File: src/include/sdr_regs.svh
// register layout and reset values of the switch diagnostic reporting block
`ifndef SDR_REGS_SVH
`define SDR_REGS_SVH
// diagnostic bit positions in the masks and the report vector
`define SDR_BIT_OPEN_LOAD  0
`define SDR_BIT_OVER_CUR   1
`define SDR_BIT_OT_CNS     2
`define SDR_BIT_OT_SD      3
`define SDR_BIT_SUP_LOW    4
`define SDR_BIT_SUP_OS     5
`define SDR_BIT_LOGIC_UV   6
`define SDR_BIT_COMM_ERR   7
// master diagnostic status layout
`define SDR_MST_OT_SD      3
`define SDR_MST_SUP_LOW    4
`define SDR_MST_SUP_OS     5
`define SDR_MST_COMM_ERR   7
// reset masks: faults only drive the indicator, everything auto clears
`define SDR_FAULT_ENABLE_MASK_RESET   8'hee
`define SDR_AUTO_CLEAR_ENABLE_MASK_RESET  8'hff
`define SDR_NUM_DIAG       8
`define SDR_NUM_CH         2
`endif

File: src/include/sdr_pkg.sv
// types of the switch diagnostic reporting block
package sdr_pkg;
   typedef logic [7:0] sdr_diag_t;
   typedef enum logic [1:0] {
      SDR_SUP_OK  = 2'b00,
      SDR_SUP_LOW = 2'b01,
      SDR_SUP_OV  = 2'b10,
      SDR_SUP_UV  = 2'b11
   } sdr_sup_t;
endpackage

File: src/sdr_diag_report.sv
// diagnostic report latching, fault indicator and output gating
`timescale 1ns/1ps
`include "sdr_regs.svh"
module sdr_diag_report
   import sdr_pkg::*;
#(
   parameter bit HAS_SERIAL    = 1'b1,
   parameter bit HAS_CLEAR_PIN = 1'b0
) (
   input  wire logic                     clk,
   input  wire logic                     rst_n,
   input  wire logic [`SDR_NUM_CH-1:0]   openLoadCond,
   input  wire logic [`SDR_NUM_CH-1:0]   overCurrentCond,
   input  wire logic [`SDR_NUM_CH-1:0]   overTempCond,
   input  wire logic                     overTempAllCond,
   input  wire logic                     supplyBelowLowWarning,
   input  wire logic                     supplyBelowUndervoltage,
   input  wire logic                     supplyAboveOvervoltage,
   input  wire logic                     logicSupplyUndervoltage,
   input  wire logic                     commLinkLost,
   input  wire logic [`SDR_NUM_CH-1:0]   channelOnRequest,
   input  wire logic                     clearFaultPin_n,
   input  wire logic                     faultEnableWrite,
   input  wire logic [7:0]               faultEnableData,
   input  wire logic                     autoClearEnableWrite,
   input  wire logic [7:0]               autoClearEnableData,
   input  wire logic                     clearDiagnosticWrite,
   input  wire logic [7:0]               clearDiagnosticData,
   output logic [7:0]                    faultEnableMask,
   output logic [7:0]                    autoClearEnableMask,
   output logic [7:0]                    masterDiagnosticStatus,
   output logic [`SDR_NUM_CH-1:0]        openLoadReport,
   output logic [`SDR_NUM_CH-1:0]        overCurrentReport,
   output logic [`SDR_NUM_CH-1:0]        overTempReport,
   output logic                          faultIndicatorPinOut,
   output logic                          faultIndicatorPinOe,
   output logic                          supplyWarningPinOut,
   output logic                          supplyWarningPinOe,
   output logic [`SDR_NUM_CH-1:0]        channelEnable,
   output logic                          clampLowVoltage
);
   localparam int NCH = `SDR_NUM_CH;
   localparam int NIN = 3 * NCH + 6;

   // two-flop synchronisers on all asynchronous condition inputs
   logic [NIN-1:0] rawIn;
   logic [NIN-1:0] syncA_reg;
   logic [NIN-1:0] syncB_reg;
   logic [NIN-1:0] syncA_next;
   logic [NIN-1:0] syncB_next;
   assign rawIn = {openLoadCond, overCurrentCond, overTempCond, overTempAllCond,
                   supplyBelowLowWarning, supplyBelowUndervoltage,
                   supplyAboveOvervoltage, logicSupplyUndervoltage, ~clearFaultPin_n};

   always_comb begin
      syncA_next = rawIn;
      syncB_next = syncA_reg;
   end
   always_ff @(posedge clk or negedge rst_n) begin
      if (!rst_n) begin
         syncA_reg <= '0;
         syncB_reg <= '0;
      end else begin
         syncA_reg <= syncA_next;
         syncB_reg <= syncB_next;
      end
   end

   logic [NCH-1:0] olS;
   logic [NCH-1:0] ocS;
   logic [NCH-1:0] otS;
   logic           otAllS;
   logic           supLowS;
   logic           supUvS;
   logic           supOvS;
   logic           logicUvS;
   logic           clrPinS;
   assign {olS, ocS, otS, otAllS, supLowS, supUvS, supOvS, logicUvS, clrPinS} = syncB_reg;

   // link loss comes from the barrier logic on this clock
   logic           commS;
   assign commS = commLinkLost;

   // supply state decoded into the two status bits
   sdr_sup_t supState;
   always_comb begin
      if (supUvS) begin
         supState = SDR_SUP_UV;
      end else if (supOvS) begin
         supState = SDR_SUP_OV;
      end else if (supLowS) begin
         supState = SDR_SUP_LOW;
      end else begin
         supState = SDR_SUP_OK;
      end
   end

   // per-diagnostic live conditions, channel ones or-ed for the masks
   sdr_diag_t cond;
   always_comb begin
      cond                      = '0;
      cond[`SDR_BIT_OPEN_LOAD]  = |olS;
      cond[`SDR_BIT_OVER_CUR]   = |ocS;
      cond[`SDR_BIT_OT_CNS]     = |otS;
      cond[`SDR_BIT_OT_SD]      = otAllS;
      cond[`SDR_BIT_SUP_LOW]    = supState[0];
      cond[`SDR_BIT_SUP_OS]     = supState[1];
      cond[`SDR_BIT_LOGIC_UV]   = logicUvS;
      cond[`SDR_BIT_COMM_ERR]   = commS;
   end

   // clear strobe: command bits are pulses, pin clears everything
   sdr_diag_t clrPulse;
   always_comb begin
      clrPulse = '0;
      if (HAS_SERIAL && clearDiagnosticWrite) begin
         clrPulse = clearDiagnosticData;
      end
      if (!HAS_SERIAL && HAS_CLEAR_PIN && clrPinS) begin
         clrPulse = 8'hff;
      end
   end

   // masks
   sdr_diag_t fltEn_reg;
   sdr_diag_t fltEn_next;
   sdr_diag_t aclrEn_reg;
   sdr_diag_t aclrEn_next;
   sdr_diag_t aclrEff;
   always_comb begin
      fltEn_next  = fltEn_reg;
      aclrEn_next = aclrEn_reg;
      if (HAS_SERIAL && faultEnableWrite) begin
         fltEn_next = faultEnableData;
      end
      if (HAS_SERIAL && autoClearEnableWrite) begin
         aclrEn_next = autoClearEnableData;
      end
      aclrEn_next[`SDR_BIT_LOGIC_UV] = 1'b1;
      // parallel parts without a clear pin always auto clear
      aclrEff = (!HAS_SERIAL && !HAS_CLEAR_PIN) ? 8'hff : aclrEn_reg;
      if (!HAS_SERIAL && HAS_CLEAR_PIN) begin
         aclrEff = 8'h00;
         aclrEff[`SDR_BIT_LOGIC_UV] = 1'b1;
      end
   end

   // report latches: all-channel diagnostics and per-channel vectors
   sdr_diag_t      rep_reg;
   sdr_diag_t      rep_next;
   logic [NCH-1:0] olRep_reg;
   logic [NCH-1:0] ocRep_reg;
   logic [NCH-1:0] otRep_reg;
   logic [NCH-1:0] olRep_next;
   logic [NCH-1:0] ocRep_next;
   logic [NCH-1:0] otRep_next;

   // condition sets, set wins over clear; release needs clear or auto clear
   function automatic logic latchBit(input logic c, input logic r, input logic clr,
                                     input logic aclr);
      latchBit = c | (r & ~clr & ~aclr);
   endfunction

   always_comb begin
      for (int i = 0; i < `SDR_NUM_DIAG; i++) begin
         rep_next[i] = latchBit(cond[i], rep_reg[i], clrPulse[i], aclrEff[i]);
      end
      for (int c = 0; c < NCH; c++) begin
         olRep_next[c] = latchBit(olS[c], olRep_reg[c], clrPulse[`SDR_BIT_OPEN_LOAD],
                                  aclrEff[`SDR_BIT_OPEN_LOAD]);
         ocRep_next[c] = latchBit(ocS[c], ocRep_reg[c], clrPulse[`SDR_BIT_OVER_CUR],
                                  aclrEff[`SDR_BIT_OVER_CUR]);
         otRep_next[c] = latchBit(otS[c], otRep_reg[c], clrPulse[`SDR_BIT_OT_CNS],
                                  aclrEff[`SDR_BIT_OT_CNS]);
      end
   end

   always_ff @(posedge clk or negedge rst_n) begin
      if (!rst_n) begin
         fltEn_reg  <= `SDR_FAULT_ENABLE_MASK_RESET;
         aclrEn_reg <= `SDR_AUTO_CLEAR_ENABLE_MASK_RESET;
         rep_reg    <= '0;
         olRep_reg  <= '0;
         ocRep_reg  <= '0;
         otRep_reg  <= '0;
      end else begin
         fltEn_reg  <= fltEn_next;
         aclrEn_reg <= aclrEn_next;
         rep_reg    <= rep_next;
         olRep_reg  <= olRep_next;
         ocRep_reg  <= ocRep_next;
         otRep_reg  <= otRep_next;
      end
   end

   // output gating follows live conditions; link loss cuts at once, then holds via its report
   logic           allOff;
   logic [NCH-1:0] chOn_next;
   logic [NCH-1:0] chOn_reg;
   logic           clampLow_next;
   logic           clampLow_reg;
   logic           flt_next;
   logic           flt_reg;
   logic           wrn_next;
   logic           wrn_reg;
   always_comb begin
      allOff = otAllS | supUvS | logicUvS | commS
               | rep_reg[`SDR_BIT_COMM_ERR];
      for (int c = 0; c < NCH; c++) begin
         // over-current turns off now; any hot channel blocks fresh turn-on of every channel
         chOn_next[c] = channelOnRequest[c] & ~allOff & ~ocS[c]
                        & (chOn_reg[c] | ~(|otS));
      end
      clampLow_next = supOvS | (|otS) | otAllS;
      flt_next      = |(rep_reg & fltEn_reg);
      wrn_next      = supLowS | supUvS;
   end

   always_ff @(posedge clk or negedge rst_n) begin
      if (!rst_n) begin
         chOn_reg     <= '0;
         clampLow_reg <= 1'b0;
         flt_reg      <= 1'b0;
         wrn_reg      <= 1'b0;
      end else begin
         chOn_reg     <= chOn_next;
         clampLow_reg <= clampLow_next;
         flt_reg      <= flt_next;
         wrn_reg      <= wrn_next;
      end
   end

   // open drain: output enable low while pulling the pin low
   assign faultIndicatorPinOut = 1'b0;
   assign faultIndicatorPinOe  = ~flt_reg;
   assign supplyWarningPinOut  = 1'b0;
   assign supplyWarningPinOe   = ~wrn_reg;
   assign channelEnable        = chOn_reg;
   assign clampLowVoltage      = clampLow_reg;
   assign faultEnableMask      = fltEn_reg;
   assign autoClearEnableMask  = aclrEn_reg;
   assign openLoadReport       = olRep_reg;
   assign overCurrentReport    = ocRep_reg;
   assign overTempReport       = otRep_reg;

   always_comb begin
      masterDiagnosticStatus                     = '0;
      masterDiagnosticStatus[`SDR_MST_OT_SD]     = rep_reg[`SDR_BIT_OT_SD];
      masterDiagnosticStatus[`SDR_MST_SUP_LOW]   = rep_reg[`SDR_BIT_SUP_LOW];
      masterDiagnosticStatus[`SDR_MST_SUP_OS]    = rep_reg[`SDR_BIT_SUP_OS];
      masterDiagnosticStatus[`SDR_MST_COMM_ERR]  = rep_reg[`SDR_BIT_COMM_ERR];
   end
endmodule // sdr_diag_report

File: config.mk
export PLATFORM = sky130hd
export DESIGN_NAME = sdr_diag_report
export DESIGN_NICKNAME = d
export VERILOG_FILES = /design/src/include/sdr_pkg.sv /design/src/sdr_diag_report.sv
export VERILOG_INCLUDE_DIRS = /design/src /design/src/include
export SDC_FILE = /design/constraint.sdc
export NUM_CORES = 1
export LEC_CHECK = 0
export CAP_MARGIN = 10
export CORE_ASPECT_RATIO = 1.2
export CORE_MARGIN = 10
export CORE_UTILIZATION = 52
export CTS_BUF_LIST = sky130_fd_sc_hd__clkbuf_4 sky130_fd_sc_hd__clkbuf_8
export DETAILED_ROUTE_END_ITERATION = 10
export DONT_BUFFER_PORTS = 1
export PLACE_DENSITY = 0.67
export SYNTH_ARGS = -nofsm -noshare
export SYNTH_HDL_FRONTEND = slang
export SYNTH_SLANG_ARGS = --single-unit
File: constraint.sdc
create_clock -name clk -period 2.8 [get_ports clk]
set_input_delay 0.84 -clock clk [delete_from_list [all_inputs] [get_ports clk]]
set_output_delay 0.84 -clock clk [all_outputs]
set_load 0.03 [all_outputs]
==> results.toml <==
[die]
die_y_um = 87.5
rows = 24
coreArea_um2 = 3630
io_pins = 81
die_area_um2 = 6670
initial_core_util = 0.543
die_w_um = 76.2

[yosys]
netlist_area_um2 = 1970
synth-async-reset-ratio = 1.00
synth_cells = 132
yosys_warnings = 0
yosysSeqAreaShare = 0.719
synth_edf_count = 0
syn_area_per_cell_um2 = 14.9
synth_flop_cell = "dfrtp_1"
synth-seq-cells = 56
yosysUniqueCellTypes = 24

[timing]
final-hold-violation-count = 0
rsz0062_at_grt = "false"
finalHoldWorstSlack_ns = 0.218
skew_ns = 0.00433
finalCritPeriodShare = 0.641
maxSlewViolCount = 0
finalSetupViolations = 0
fin_crit_ns = 1.79
fin_setup_tns_ns = 0
fmax_ghz = 0.557

[clock_tree]
clkSinkCount = 56
clk_pin_slew_ns = 0.09
cts_buffers = 5
cts_max_path_buffers = 2
cts_setup_buffers = 0
hold_buffers = 0
cts_resized = 0
cts_tree = "yes"
h-tree-depth = 2
cts_root_buf = "clkbuf_8"
clkLatencyLatePin_ns = 0.30

[power]
p_leak_nw = 0.888
switchingPower_w = 0.000390
vdd_drop_max_v = 0.000498
power.density_nw_per_um2 = 755
seqPwrFrac = 0.630
internal_power_w = 0.00118
pwr-share-clk = 0.322
sw_frac_of_total = 0.249
pwr-share-comb = 0.048

[place]
io_buffers = 0
dp_hpwl_um = 3020
place_congestion = 0.702

[global_route]
first_global_vias = 1057
antenna_found_initial = 0
grt_pass1_wl_um = 5880
grtUsageTotal = 0.115
globalRouteOverflowTotal = 0
grt_max_degree = 57

[final_layout]
utilization = 0.572
nNetsFinal = 175
areaGrowthSynthToFinish_pct = 5.33
n_antenna_cell = 0
layout-drive-gt1-share = 0.303

[routing]
routed_wirelength_um = 3780
routed-via-count = 952
first_iter_violations = 35
drt-wirelength-per-cell_um = 20.5
drc = 0
ant_nets = 0
dr.pass1.iters = 3
vias_per_cell = 5.17

[outcome]
status = "completed"

[worst_setup_path]
startpoint_type = "register"
cp.required_ns = 1.96
crit_type = "reg2out"
end_kind = "primary output"
cp.arrival_ns = 0.95
worstPathMaxFanout = 3

[run]
max_cap_viol_count = 0

[hold_path]
min_path_type = "in2async"
kinds of logic after synthesis:
kind of cell	Yosys count	synth area share
other	2	0.00381
buffers and inverters	21	0.0609
flip-flops	56	0.719
AO/OA/AOI/OAI	26	0.110
AND/OR/NAND/NOR	16	0.0432
multiplexers	11	0.0628
power by group through the flow:
stage / Combinational (W) / Clock [W] / Sequential (W)
CTS: 0.0000755 / 0.000520 / 0.000992
global placement: 0.0000714 / 0 / 0.00100
detailed placement: 0.0000753 / 0 / 0.00101
finish: 0.0000750 / 0.000505 / 0.000989
global route: 0.0000831 / 0.000552 / 0.00100
floorplan: 0.0000936 / 0 / 0.000980
through the flow:
stage | area (µm²) | total power [W] | cells | worst slack [ns]
floorplan | 1990 | 0.00107 | 137 | 1.03
global placement | 1970 | 0.00108 | 176 | 1.00
detailed placement | 1970 | 0.00108 | 176 | 0.986
CTS | 2080 | 0.00159 | 184 | 0.990
global route | 2080 | 0.00163 | 184 | 0.972
finish | 2080 | 0.00157 | 184 | 1.01
worst reg2reg max path, cell delays in order, from the launching register on:
cell and delay (ns):
dfrtp_1 0.54, or4_4 0.58, a2111oi_4 0.32
final cells by class:
type	instances	area, µm²
fillers	294	1560
flip-flops and latches	56	1420
clock inverters	3	42.5
multi-input cells	60	453
well taps	52	65.1
clock buffers	5	68.8
inverters	8	30.0
Yosys cell counts (all sizes together), types with 2 or more instances:
master   instances  share of area
conb             2         0.0038
a21o             7          0.027
buf             11          0.042
a211o            2         0.0089
a31o             2         0.0089
a22oi            4          0.015
nand2            8          0.015
dfstp           13           0.17
a2111oi          2          0.022
or2              2         0.0063
mux2            11          0.063
a21oi            3         0.0076
inv              8          0.015
o21ai            4          0.010
dfrtp           43           0.55
clkbuf           2         0.0038
a311o            2          0.011
nand2b           2         0.0063
worst paths after layout:
path	start	end	slack, ns	cells past startpoint
worst min register to register	syncA_reg[5]	syncB_reg[5]	0.36	0
worst max register to register	rep_reg[7]	channelEnable[0]	1.26	2
worst max-delay path	faultEnableMask[2]	faultEnableMask[2]	1.01	0
worst min-delay path	rst_n	overTempReport[1]	0.22	0
min in group clk	syncA_reg[5]	syncB_reg[5]	0.36	0
max in group asynchronous	rst_n	autoClearEnableMask[3]	2.40	0
cell usage in the layout, fill, tap and decap left out, types with 2 or more instances in the layout:
cell / synthesis / routed
o21ai_0: 4 / 4
a31o_2: 2 / 2
a21oi_1: 3 / 3
clkbuf_8: 0 / 5
conb_1: 2 / 7
a22oi_1: 4 / 4
nand2b_1: 2 / 2
mux2_2: 11 / 11
a311o_2: 2 / 2
nand2_1: 8 / 8
a21o_1: 7 / 7
dfrtp_1: 43 / 43
dfstp_2: 13 / 13
inv_1: 8 / 8
a211o_1: 2 / 2
layer usage:
layer,global-route usage,part of all wire,vias to the layer above
met4,0.0355,0.0093,0
met1,0.115,0.35,476
met3,0.0744,0.11,4
met5,0,0,-
met2,0.193,0.53,46
li1,-,-,426
Note: power is estimated with default switching activity, not from simulation.
